===== src/hdl/spiwp_regs.svh =====
// offsets, field positions, reset values and timing counts of the protect front end
`ifndef SPIWP_REGS_SVH
`define SPIWP_REGS_SVH

// status register field positions
`define SPIWP_BUSY_BIT 0
`define SPIWP_WEL_BIT 1
`define SPIWP_BP_LO_BIT 2
`define SPIWP_BP_HI_BIT 3
`define SPIWP_ARM_BIT 7

// factory and reset values, and the status image shown while busy
`define SPIWP_BP_RESET 2'h0
`define SPIWP_ARM_RESET 1'h0
`define SPIWP_WEL_RESET 1'h0
`define SPIWP_BUSY_IMAGE 8'hFF

// opcode fields: upper nibble zero, bit 3 ignored, low three bits select
`define SPIWP_OP_HI 4'h0
`define SPIWP_OP_SET_LATCH 3'h6
`define SPIWP_OP_CLR_LATCH 3'h4
`define SPIWP_OP_RD_STATUS 3'h5
`define SPIWP_OP_WR_STATUS 3'h1
`define SPIWP_OP_RD_ARRAY 3'h3
`define SPIWP_OP_WR_ARRAY 3'h2

// protected region starts per level
`define SPIWP_QUARTER_BASE 8'hC0
`define SPIWP_HALF_BASE 8'h80

// self-timed write: time in ns, clock 50 MHz
`define SPIWP_CLK_MHZ 50
`define SPIWP_WRITE_TIME_NS 4000000
`define SPIWP_WRITE_CYCLES ((`SPIWP_WRITE_TIME_NS / 1000) * `SPIWP_CLK_MHZ)

`endif


===== src/hdl/spiwp_pkg.sv =====
// types of the protect front end
package spiwp_pkg;

  // serial sequence states, one-hot
  typedef enum logic [5:0] {
    SPIWP_IDLE   = 6'h01,
    SPIWP_OPCODE = 6'h02,
    SPIWP_STDATA = 6'h04,
    SPIWP_STOUT  = 6'h08,
    SPIWP_ADDR   = 6'h10,
    SPIWP_ARDATA = 6'h20
  } spiwp_state_type;

endpackage


===== src/hdl/spiwp_top.sv =====
// serial front end with status register and write protection
`timescale 1ns/1ps
`include "spiwp_regs.svh"
module spiwp_top #(
  parameter int WRITE_CYCLES = `SPIWP_WRITE_CYCLES,
  parameter int FIFO_WIDTH = 8,
  parameter int FIFO_DEPTH = 8
) (
  input wire logic clk,
  input wire logic rst_n,
  input wire logic cs_n,
  input wire logic sck,
  input wire logic si,
  input wire logic hold_n,
  input wire logic wp_n,
  output logic so_out,
  output logic so_oe,
  output logic busy,
  output logic arr_wr_go,
  output logic [7:0] arr_wr_addr,
  output logic wr_data_valid,
  input wire logic wr_data_ready,
  output logic [FIFO_WIDTH-1:0] wr_data,
  output logic wr_data_dropped
);
  localparam int TW = $clog2(WRITE_CYCLES + 1);

  // synchronised pin levels
  logic cs_n_s; // select level
  logic sck_s; // serial clock level
  logic si_s; // serial input level
  logic hold_n_s; // hold level
  logic wp_n_s; // protect pin level

  spiwp_sync #(.RESET_VAL(1'b1)) u_sync_cs (
    .clk(clk), .rst_n(rst_n), .async_in(cs_n), .level(cs_n_s));
  spiwp_sync #(.RESET_VAL(1'b0)) u_sync_sck (
    .clk(clk), .rst_n(rst_n), .async_in(sck), .level(sck_s));
  spiwp_sync #(.RESET_VAL(1'b0)) u_sync_si (
    .clk(clk), .rst_n(rst_n), .async_in(si), .level(si_s));
  spiwp_sync #(.RESET_VAL(1'b1)) u_sync_hold (
    .clk(clk), .rst_n(rst_n), .async_in(hold_n), .level(hold_n_s));
  spiwp_sync #(.RESET_VAL(1'b1)) u_sync_wp (
    .clk(clk), .rst_n(rst_n), .async_in(wp_n), .level(wp_n_s));

  // edge detection state
  logic sck_prev_reg; // last clock level
  logic cs_prev_reg; // last select level
  logic sck_rise; // qualified rising edge
  logic sck_fall; // qualified falling edge
  logic cs_fall; // select asserted
  logic cs_rise; // select released

  // sequence state
  spiwp_pkg::spiwp_state_type state_reg; // serial sequence state
  logic [2:0] bit_cnt_reg; // bit within byte
  logic [7:0] shift_reg; // incoming byte
  logic [7:0] out_byte_reg; // status image being shifted out
  logic [2:0] op_reg; // decoded opcode low bits
  logic op_done_reg; // opcode with no data phase received while not busy
  logic stat_byte_reg; // status data byte complete
  logic [7:0] stat_new_reg; // received status data
  logic ar_ok_reg; // array write allowed for this address
  logic ar_byte_reg; // at least one array byte taken

  // status and write cycle state
  logic wel_reg; // write latch
  logic [1:0] bp_reg; // block protect level
  logic arm_reg; // hardware protect arm
  logic busy_reg; // internal write running
  logic [TW-1:0] timer_reg; // write cycle counter
  logic pend_st_reg; // status update at cycle end
  logic [2:0] pend_val_reg; // arm and protect bits to store
  logic [7:0] addr_reg; // array address

  logic hw_prot; // hardware protection active
  logic [7:0] status_image; // value shown on read
  logic byte_end; // eighth bit sampled
  logic [7:0] byte_full; // completed byte
  logic addr_protected; // address falls in protected block
  logic push_valid; // array byte to buffer
  logic push_ready; // buffer can take it

  // edge detection, hold masks the clock
  assign sck_rise = !cs_n_s && hold_n_s && sck_s && !sck_prev_reg;
  assign sck_fall = !cs_n_s && hold_n_s && !sck_s && sck_prev_reg;
  assign cs_fall = !cs_n_s && cs_prev_reg;
  assign cs_rise = cs_n_s && !cs_prev_reg;
  assign byte_end = sck_rise && (bit_cnt_reg == 3'h7);
  assign byte_full = {shift_reg[6:0], si_s};

  // protection decode
  assign hw_prot = !wp_n_s && arm_reg;
  always_comb begin
    unique case (bp_reg)
      2'h0: addr_protected = 1'b0;
      2'h1: addr_protected = (byte_full >= `SPIWP_QUARTER_BASE);
      2'h2: addr_protected = (byte_full >= `SPIWP_HALF_BASE);
      2'h3: addr_protected = 1'b1; // whole array
    endcase
  end

  // status image, all ones while writing
  always_comb begin
    status_image = 8'h00;
    status_image[`SPIWP_WEL_BIT] = wel_reg;
    status_image[`SPIWP_BP_HI_BIT:`SPIWP_BP_LO_BIT] = bp_reg;
    status_image[`SPIWP_ARM_BIT] = arm_reg;
    if (busy_reg) begin
      status_image = `SPIWP_BUSY_IMAGE;
    end
  end

  // edge history
  always_ff @(posedge clk or negedge rst_n) begin
    if (!rst_n) begin
      sck_prev_reg <= 1'b0;
      cs_prev_reg <= 1'b1;
    end else begin
      sck_prev_reg <= sck_s;
      cs_prev_reg <= cs_n_s;
    end
  end

  // serial sequence; mode 0 and mode 3 both start at a rising edge
  always_ff @(posedge clk or negedge rst_n) begin
    if (!rst_n) begin
      state_reg <= spiwp_pkg::SPIWP_IDLE;
      bit_cnt_reg <= 3'h0;
      shift_reg <= 8'h00;
      op_reg <= 3'h0;
      op_done_reg <= 1'b0;
      stat_byte_reg <= 1'b0;
      stat_new_reg <= 8'h00;
      ar_ok_reg <= 1'b0;
      ar_byte_reg <= 1'b0;
      addr_reg <= 8'h00;
    end else if (cs_n_s) begin
      state_reg <= spiwp_pkg::SPIWP_IDLE;
      bit_cnt_reg <= 3'h0;
    end else begin
      if (cs_fall) begin
        state_reg <= spiwp_pkg::SPIWP_OPCODE;
        bit_cnt_reg <= 3'h0;
        op_done_reg <= 1'b0;
        stat_byte_reg <= 1'b0;
        ar_ok_reg <= 1'b0;
        ar_byte_reg <= 1'b0;
      end else if (sck_rise) begin
        shift_reg <= byte_full;
        bit_cnt_reg <= bit_cnt_reg + 3'h1;
        unique case (state_reg)
          spiwp_pkg::SPIWP_IDLE: begin
            state_reg <= spiwp_pkg::SPIWP_IDLE;
          end
          spiwp_pkg::SPIWP_OPCODE: begin
            if (byte_end) begin
              op_reg <= byte_full[2:0];
              if (byte_full[7:4] != `SPIWP_OP_HI) begin
                state_reg <= spiwp_pkg::SPIWP_IDLE; // unsupported, ignore
              end else if (byte_full[2:0] == `SPIWP_OP_RD_STATUS) begin
                state_reg <= spiwp_pkg::SPIWP_STOUT; // allowed while busy
              end else if (busy_reg) begin
                state_reg <= spiwp_pkg::SPIWP_IDLE;
              end else if (byte_full[2:0] == `SPIWP_OP_WR_STATUS) begin
                state_reg <= spiwp_pkg::SPIWP_STDATA;
              end else if (byte_full[2:0] == `SPIWP_OP_WR_ARRAY) begin
                state_reg <= spiwp_pkg::SPIWP_ADDR;
              end else begin
                op_done_reg <= 1'b1; // latch commands act at select rise
                state_reg <= spiwp_pkg::SPIWP_IDLE;
              end
            end
          end
          spiwp_pkg::SPIWP_STDATA: begin
            if (byte_end) begin
              stat_new_reg <= byte_full;
              stat_byte_reg <= 1'b1;
              state_reg <= spiwp_pkg::SPIWP_IDLE; // further bits ignored
            end
          end
          spiwp_pkg::SPIWP_STOUT: begin
            state_reg <= spiwp_pkg::SPIWP_STOUT;
          end
          spiwp_pkg::SPIWP_ADDR: begin
            if (byte_end) begin
              addr_reg <= byte_full;
              ar_ok_reg <= wel_reg && !addr_protected;
              state_reg <= spiwp_pkg::SPIWP_ARDATA;
            end
          end
          spiwp_pkg::SPIWP_ARDATA: begin
            if (byte_end && ar_ok_reg) begin
              ar_byte_reg <= 1'b1;
            end
          end
        endcase
      end
    end
  end

  // array bytes into the buffer when the write may proceed
  assign push_valid = (state_reg == spiwp_pkg::SPIWP_ARDATA) && byte_end && ar_ok_reg;

  spiwp_fifo #(.WIDTH(FIFO_WIDTH), .DEPTH(FIFO_DEPTH)) u_fifo (
    .clk(clk),
    .rst_n(rst_n),
    .in_valid(push_valid),
    .in_ready(push_ready),
    .in_data(byte_full[FIFO_WIDTH-1:0]),
    .out_valid(wr_data_valid),
    .out_ready(wr_data_ready),
    .out_data(wr_data)
  );

  // sticky drop flag when the buffer is full, cleared at next select fall
  always_ff @(posedge clk or negedge rst_n) begin
    if (!rst_n) begin
      wr_data_dropped <= 1'b0;
    end else if (push_valid && !push_ready) begin
      wr_data_dropped <= 1'b1;
    end else if (cs_fall) begin
      wr_data_dropped <= 1'b0;
    end
  end

  // serial output: status byte repeats, shifted on falling edges
  always_ff @(posedge clk or negedge rst_n) begin
    if (!rst_n) begin
      so_out <= 1'b0;
      out_byte_reg <= 8'h00;
    end else if (state_reg == spiwp_pkg::SPIWP_STOUT && sck_fall) begin
      if (bit_cnt_reg == 3'h0) begin
        out_byte_reg <= {status_image[6:0], 1'b0}; // fresh snapshot
        so_out <= status_image[7];
      end else begin
        out_byte_reg <= {out_byte_reg[6:0], 1'b0};
        so_out <= out_byte_reg[7];
      end
    end
  end

  // drive only in output phase, select low and not held
  assign so_oe = !cs_n_s && hold_n_s && (state_reg == spiwp_pkg::SPIWP_STOUT);

  // write latch, protect bits, write cycle
  always_ff @(posedge clk or negedge rst_n) begin
    if (!rst_n) begin
      wel_reg <= `SPIWP_WEL_RESET;
      bp_reg <= `SPIWP_BP_RESET;
      arm_reg <= `SPIWP_ARM_RESET;
      busy_reg <= 1'b0;
      timer_reg <= '0;
      pend_st_reg <= 1'b0;
      pend_val_reg <= 3'h0;
      arr_wr_go <= 1'b0;
      arr_wr_addr <= 8'h00;
    end else begin
      arr_wr_go <= 1'b0;
      if (busy_reg) begin
        if (timer_reg != '0) begin
          timer_reg <= timer_reg - TW'(1);
        end else if (!wr_data_valid) begin
          busy_reg <= 1'b0; // cycle ends once buffer drained
          pend_st_reg <= 1'b0;
          if (pend_st_reg) begin
            arm_reg <= pend_val_reg[2];
            bp_reg <= pend_val_reg[1:0];
          end
        end
      end else if (cs_rise) begin
        if (op_done_reg && op_reg == `SPIWP_OP_SET_LATCH) begin
          wel_reg <= 1'b1;
        end else if (op_done_reg && op_reg == `SPIWP_OP_CLR_LATCH) begin
          wel_reg <= 1'b0;
        end else if (stat_byte_reg && wel_reg && !hw_prot) begin
          wel_reg <= 1'b0;
          busy_reg <= 1'b1;
          timer_reg <= TW'(WRITE_CYCLES);
          pend_st_reg <= 1'b1;
          pend_val_reg <= {stat_new_reg[`SPIWP_ARM_BIT],
                           stat_new_reg[`SPIWP_BP_HI_BIT:`SPIWP_BP_LO_BIT]};
        end else if (ar_byte_reg) begin
          wel_reg <= 1'b0;
          busy_reg <= 1'b1;
          timer_reg <= TW'(WRITE_CYCLES);
          arr_wr_go <= 1'b1;
          arr_wr_addr <= addr_reg;
        end
      end
    end
  end

  assign busy = busy_reg;
endmodule


===== src/hdl/spiwp_sync.sv =====
// three-stage input synchroniser with agreement filter
`timescale 1ns/1ps
module spiwp_sync #(
  parameter logic RESET_VAL = 1'b1
) (
  input wire logic clk,
  input wire logic rst_n,
  input wire logic async_in,
  output logic level
);
  logic ff1_reg; // first stage, read only by the second
  logic ff2_reg; // second stage
  logic ff3_reg; // third stage

  // shift chain
  always_ff @(posedge clk or negedge rst_n) begin
    if (!rst_n) begin
      ff1_reg <= RESET_VAL;
      ff2_reg <= RESET_VAL;
      ff3_reg <= RESET_VAL;
    end else begin
      ff1_reg <= async_in;
      ff2_reg <= ff1_reg;
      ff3_reg <= ff2_reg;
    end
  end

  // level follows only once stages two and three agree
  always_ff @(posedge clk or negedge rst_n) begin
    if (!rst_n) begin
      level <= RESET_VAL;
    end else if (ff2_reg == ff3_reg) begin
      level <= ff3_reg;
    end
  end
endmodule


===== src/hdl/spiwp_fifo.sv =====
// write data buffer between serial side and array side
`timescale 1ns/1ps
module spiwp_fifo #(
  parameter int WIDTH = 8,
  parameter int DEPTH = 8
) (
  input wire logic clk,
  input wire logic rst_n,
  input wire logic in_valid,
  output logic in_ready,
  input wire logic [WIDTH-1:0] in_data,
  output logic out_valid,
  input wire logic out_ready,
  output logic [WIDTH-1:0] out_data
);
  localparam int AW = (DEPTH > 1) ? $clog2(DEPTH) : 1;
  logic [WIDTH-1:0] mem_reg [DEPTH]; // storage
  logic [AW-1:0] wr_ptr_reg; // write index
  logic [AW-1:0] rd_ptr_reg; // read index
  logic [AW:0] count_reg; // fill level
  logic push; // accepted write
  logic pop; // accepted read

  assign in_ready = (count_reg != AW'(0) + (AW+1)'(DEPTH));
  assign out_valid = (count_reg != '0);
  assign push = in_valid && in_ready;
  assign pop = out_valid && out_ready;
  assign out_data = mem_reg[rd_ptr_reg];

  // storage write
  always_ff @(posedge clk) begin
    if (push) begin
      mem_reg[wr_ptr_reg] <= in_data;
    end
  end

  // pointers and fill level
  always_ff @(posedge clk or negedge rst_n) begin
    if (!rst_n) begin
      wr_ptr_reg <= '0;
      rd_ptr_reg <= '0;
      count_reg <= '0;
    end else begin
      if (push) begin
        wr_ptr_reg <= (wr_ptr_reg == AW'(DEPTH - 1)) ? '0 : wr_ptr_reg + AW'(1);
      end
      if (pop) begin
        rd_ptr_reg <= (rd_ptr_reg == AW'(DEPTH - 1)) ? '0 : rd_ptr_reg + AW'(1);
      end
      if (push && !pop) begin
        count_reg <= count_reg + (AW+1)'(1);
      end else if (pop && !push) begin
        count_reg <= count_reg - (AW+1)'(1);
      end
    end
  end
endmodule


===== config.mk =====
export PLATFORM = sky130hd
export DESIGN_NAME = spiwp_top
export DESIGN_NICKNAME = d
export VERILOG_FILES = /design/src/hdl/spiwp_pkg.sv /design/src/hdl/spiwp_top.sv /design/src/hdl/spiwp_sync.sv /design/src/hdl/spiwp_fifo.sv
export VERILOG_INCLUDE_DIRS = /design/src /design/src/hdl
export SDC_FILE = /design/constraint.sdc
export NUM_CORES = 1
export LEC_CHECK = 0
export BUFFER_PORTS_ARGS = -buffer_cell sky130_fd_sc_hd__buf_4
export CORE_AREA = 2 2 160 162
export DETAILED_ROUTE_END_ITERATION = 6
export DIE_AREA = 0 0 162 164
export HOLD_SLACK_MARGIN = 0.05
export PLACE_DENSITY = 0.5
export SYNTH_ARGS = -nofsm -noshare
export SYNTH_HDL_FRONTEND = slang
export SYNTH_SLANG_ARGS = --single-unit

===== constraint.sdc =====
create_clock -name clk -period 2.5 [get_ports clk]
set_input_delay 0.125 -clock clk [delete_from_list [all_inputs] [get_ports clk]]
set_output_delay 0.125 -clock clk [all_outputs]
set_load 0.01 [all_outputs]

# Word-level counts from Yosys, hierarchy flattened
# Memories as Yosys holds them, arrays and structs flattened.
# Index checks and enable logic that the tools add are counted.
# word_totals
register_bits	117
ram_bits	64
romBits	0
out_inout_bits	22
memories	1
word_cells	248
latchBits	0
# memory_table
name	depth	word_bits	rd	rd_clocked_by_memory_dff	wr	line	text
u_fifo.mem_reg	8	8	1	0	1	spiwp_fifo.sv:17	logic [WIDTH-1:0] mem_reg [DEPTH];
# classes
n_bitwise	8
n_shift	0
reduce_logical	69
order_cmp	2
eq_ne	36
n_mul	0
div_mod_pow	0
addsub	6
n_mux	79
# ops
cell	n
18-bit two-way mux	7
1-bit two-way mux	50
6-bit two-way mux	6
6-bit one-hot mux with 5 select lines	1
5-bit AND reduction	6
5-bit two-way mux	5
1-bit logical AND	24
2-bit nonzero test	11
3-bit == test, second input constant	6
2-bit inequality test, second input constant	9
18-bit nonzero test	1
18-bit by 1-bit subtractor with 18-bit output, second input constant	1
8-bit greater-or-equal comparator, second input constant	2
8-bit two-way mux	2
4-bit AND reduction	4
3-bit two-way mux	5
4-bit by 3-bit inequality test with 1-bit output, second input constant	3
6-bit AND reduction	2
4-bit nonzero test	3
1-bit zero test	10
3-bit by 1-bit adder with 3-bit output, second input constant	3
9-bit AND reduction	1
4-bit two-way mux	2
1-bit NOT	8
other kinds (21)	28

# Logic depth before layout (Yosys ltp)
# logic_depth
depth_word	12
ltp_mapped	13
depth_no_buf	13

# Cells and area by module
# Synthesis repeated with hierarchy kept, for this count alone.
# hier_totals
hier_cells	522
hier_area_um2	7474.7
# modules_own_cells
mod	seq_area_each_um2	area_per_inst_um2	cells_each	instances
spiwp_top	2029.4	3751.1	340	1
spiwp_fifo	2172.1	3151.8	157	1
spiwp_sync at u_sync_cs ...	105.1	116.4	5	3
spiwp_sync at u_sync_sck ...	100.1	111.4	5	2

# Worst setup path before layout
# Ideal clock, no wire load.
# synth_timing
path_type	register to register
from	register u_fifo.count_reg[0]
to	register u_fifo.count_reg[3]
setup_ns	0.125
arrival_time_ns	2.569
path_stages_with_launch	12
period_less_slack_ns	2.694
n_path_buf	0
required_ns	2.375
path_slack_ns	-0.194
path_cell_list	dfrtp_1 -> nor4_1 -> inv_1 -> nand2_1 -> ha_1 -> inv_1 -> ha_1 -> a21o_1 -> a21oi_1 -> xnor2_1 -> nor2_1 -> xor2_1
# synth_via
elab_chain_cells	5
# synth_rtl
element	line	text
start: declaration	spiwp_fifo.sv:20	logic [AW:0] count_reg;
start signal: assignment	spiwp_fifo.sv:51	count_reg <= count_reg + (AW+1)'(1);
start signal: assignment	spiwp_fifo.sv:53	count_reg <= count_reg - (AW+1)'(1);
4-bit nonzero test *	spiwp_fifo.sv:25	assign out_valid = (count_reg != '0);
net wr_data_valid	spiwp_top.sv:21	output logic wr_data_valid,
1-bit logical AND *	spiwp_fifo.sv:27	assign pop = out_valid && out_ready;
1-bit zero test	spiwp_fifo.sv:50	if (push && !pop) begin
1-bit logical AND	spiwp_fifo.sv:50	
4-bit two-way mux or 2-bit nonzero test (tied branches)	-	
# The timed path passes the listed nets; every way through them passes the cells marked *. The select of a mux whose other input is x is not followed.
# A chain may end at the register's enable or synchronous reset.

# Worst setup path in the final report
# layout_timing
from	register bit_cnt_reg[1]
to	register u_fifo.count_reg[1]
# layout_via
elab_chain_cells	8
# layout_rtl
element	line	text
start: declaration	spiwp_top.sv:56	logic [2:0] bit_cnt_reg;
start signal: assignment	spiwp_top.sv:151	bit_cnt_reg <= bit_cnt_reg + 3'h1;
3-bit == test *	spiwp_top.sv:89	assign byte_end = sck_rise && (bit_cnt_reg == 3'h7);
1-bit logical AND *	spiwp_top.sv:89	
1-bit logical AND * (2 in series)	spiwp_top.sv:203	assign push_valid = (state_reg == spiwp_pkg::SPIWP_ARDATA) && byte_end && ar_ok_reg;
1-bit logical AND *	spiwp_fifo.sv:26	assign push = in_valid && in_ready;
net u_fifo.push	spiwp_fifo.sv:21	logic push;
1-bit zero test	spiwp_fifo.sv:52	end else if (pop && !push) begin
1-bit logical AND	spiwp_fifo.sv:52	
2-bit nonzero test (no source line)	-	
# The timed path passes the listed nets; every way through them passes the cells marked *.

==> impl_metrics.csv <==
group,metric,value,unit
status,status,"complete, no violations",
sta,setup_tns,0,ns
final_layout,nFillCells,2409,
grt,grt_util_met1,0.148,
final_layout,final_cells,948,
placed_design,place_congestion,0.768,
setup_path,cp-end-kind,"flip-flop",
sta,fmax,419,MHz
routing,drtPass1Iterations,4,
grt,grt_start_max_net_pins,66,
synthesis,synth_edf_count,64,
placed_design,place_area,0.00822,sq mm
power,power.internal,4.54,mW
synthesis,yosysWarnings,0,
setup_path,path_common_cell,"ha_2",
hold_path,hp-class,"in -> reg",
setup_path,worstSetupPathType,"reg -> reg",
final_layout,layout_common_cells,"dfrtp_1, buf_4, edfxtp_1",
final_layout,nNetsFinal,626,
routing,routed_via_density,4.58,
routing,drc,0,
die,core-area,0.0248,sq mm
clock_network,clock-sinks,175,
setup_path,critPathSlowestCell,"fa_1",
synthesis,syn-num-nets,545,
final_layout,area_delta_synth_final,21.4,%
placed_design,dp_hpwl,10200,microns
grt,first_global_vias,4603,
setup_path,worstPathMaxFanout,2,
sta,setup_viol_count_final,0,
routing,num_vias,4345,
sta,tightestPinTransition,0.829,ns
grt,grt_use_met2,0.207,
clock_network,cts_tree,"yes",
synthesis,synth_cell_types,57,
sta,min_period_over_period,0.956,
sta,worst_clock_skew,0.0119,ns
flow_run,maxCapViolations,0,
die,dieArea,0.0266,sq mm
final_layout,design_area,0.00894,sq mm
setup_path,crit_chain,"ha_2 -> ha_4 -> and3b_1 -> nand4_1 -> a21oi_2 -> ha_2 -> inv_2 -> buf_4 -> fa_1 -> mux2_2",
clock_network,cts_buffers,17,
die,initial_core_util,0.297,
power,swShare,0.233,
synthesis,synthFlopType,"dfrtp_1",
grt,busiest_layer,"met2",
sta,slew_headroom,0.447,
clock_network,cts_root_buf,"clkbuf_16",
power,seqPwrFrac,0.541,
grt,gr-total-overflow,0,
setup_path,required,2.81,ns
grt,grt_pass1_wl,24400,microns
routing,drt_iter0_markers,169,
sta,rsz0062_at_grt,"yes",
final_layout,drive_gt1_frac,0.325,
final_layout,final_common_cell,"dfrtp_1",
clock_network,clk_pin_slew,0.07,ns
clock_network,clock_latency,0.42,ns
sta,report.final.slew_viol_count,0,
synthesis,synth.avg_cell_area,14.1,sq um
setup_path,worst_setup_path_start_kind,"flip-flop",
power,power.density,662,mW/mm^2
routing,wl,14900,microns
synthesis,ys_ff_latch,175,
die,rows,58,
die,pin_count,30,
setup_path,arrival,2.70,ns
grt,use_met3,0.0242,
sta,setup_ws,0.111,ns
routing,antenna_left,0,
power,pwr-share-comb,0.033,
power,pwr-share-clk,0.426,
clock_network,clockBufferDepth,2,
routing,wl_per_cell,15.7,microns
die,die_h,164,microns
power,switchingPower,1.38,mW
placed_design,placedCellCount,905,
final_layout,final_core_util,0.360,
synthesis,syn_inst,524,
power,ir_drop,0.405,mV
placed_design,post-place-ws,-0.0694,ns
placed_design,port_buffers,29,
grt,antenna_found_initial,0,
die,die_w,162,microns
synthesis,ys_seq_area_frac,0.641,
power,p_leak,3.77,nW
synthesis,syn-cell-area,0.00736,sq mm
setup_path,max_stage_delay,0.43,ns
final_layout,largest_reg_flops,64,
synthesis,async_flop_share,0.634,
final_layout,n_antenna_cell,0,
sta,fin_crit,2.39,ns
clock_network,cts_max_level,4,
grt,groute.usage.overall,0.118,
sta,finalHoldViolations,0,
==> synthesized netlist by cell type (5+ instances only) <==
library cell / n / share of area
maj3_1: 5 / 0.0068
nor2_1: 28 / 0.014
or3_1: 7 / 0.0059
edfxtp_1: 64 / 0.26
nand2b_1: 8 / 0.0068
mux2_2: 44 / 0.067
o211ai_1: 5 / 0.0051
inv_1: 12 / 0.0061
nand3_1: 5 / 0.0034
dfrtp_1: 97 / 0.33
dfstp_2: 14 / 0.050
o21ai_0: 22 / 0.015
mux4_2: 16 / 0.049
clkbuf_1: 10 / 0.0051
ha_1: 12 / 0.020
nand2_1: 53 / 0.027
nor3_1: 14 / 0.0095
a21oi_1: 12 / 0.0082
nor4_1: 9 / 0.0076
xnor2_1: 15 / 0.018
==> layout make-up <==
class / count / area [sq um] / area share
Sequential cell: 175 / 4720 / 0.528
Clock inverter: 12 / 98.8 / 0.0111
Clock buffer: 20 / 467 / 0.0522
Timing Repair Buffer: 76 / 586 / 0.0655
Inverter: 12 / 45.0 / 0.00504
Tap cell: 330 / 413 / 0.0462
Multi-Input combinational cell: 323 / 2610 / 0.292
==> layer usage <==
layer / vias to the layer above / wire (microns) / part of all wire
met5: - / 0 / 0
met4: 0 / 165 / 0.011
met3: 13 / 370 / 0.025
met2: 40 / 7650 / 0.51
met1: 2200 / 6690 / 0.45
li1: 2092 / - / -
==> path summary, 6_finish.rpt <==
path                       slack (ns)                                to  cells after the start                        start
min in group asynchronous        0.31         timer_reg[14]$_DFFE_PN0P_                      2                        rst_n
max in group asynchronous        1.36           addr_reg[6]$_DFFE_PN0P_                      3                        rst_n
setup / recovery                 0.11   u_fifo.count_reg[1]$_DFFE_PN0P_                     10   bit_cnt_reg[1]$_DFFE_PN0P_
setup reg to reg                 0.11   u_fifo.count_reg[1]$_DFFE_PN0P_                     10   bit_cnt_reg[1]$_DFFE_PN0P_
hold / removal                   0.21  u_fifo.rd_ptr_reg[0]$_DFFE_PN0P_                      4                wr_data_ready
hold reg to reg                  0.35       u_sync_si.ff2_reg$_DFF_PN0_                      0  u_sync_si.ff1_reg$_DFF_PN0_
==> what timing repair did <==
action                     CTS  global route
gates resized for setup      2             7
hold buffers                 6             0
pin swaps                    1             5
setup endpoints to repair    1             2
hold endpoints to repair    55             0
gates cloned                 0             0
buffers inserted             3             2
==> power by group through the flow <==
stage	Combinational (mW)	Clock (mW)	Sequential, mW
after floorplan	0.115	0	3.19
final	0.196	2.52	3.20
after global placement	0.188	0	3.25
after global routing	0.224	2.73	3.21
after CTS	0.202	2.60	3.20
after detailed placement	0.193	0	3.26
==> worst max-delay path: cells and delay by family (launching register included) <==
| family | cells | cell delay (ns) |
|---|---|---|
| AOI/OAI and AO/OA | 1 | 0.17 |
| and+or+nand+nor | 2 | 0.31 |
| buffers and inverters | 2 | 0.19 |
| DFF | 1 | 0.36 |
| adders and majority gates | 4 | 0.96 |
| muxes | 1 | 0.28 |
==> cell families (layout without fill, tap and decap cells) <==
kind of cell / Yosys count / after routing / share of synthesized area
AOI/OAI and AO/OA: 59 / 59 / 0.0496
muxes: 67 / 67 / 0.128
DFF: 175 / 175 / 0.641
and+or+nand+nor: 162 / 162 / 0.118
xor gates and xnor gates: 17 / 17 / 0.0202
buffers and inverters: 26 / 120 / 0.0144
adders and majority gates: 18 / 18 / 0.0299
==> stage by stage <==
stage,power (mW),hold WS [ns]
6_report,5.91,0.210
5_1_grt,6.17,0.230
4_1_cts,6.01,0.198
3_5_place_dp,3.45,0.234
3_3_place_gp,3.44,0.236
2_1_floorplan,3.31,-0.171
Power figures use the tool's default switching activity.
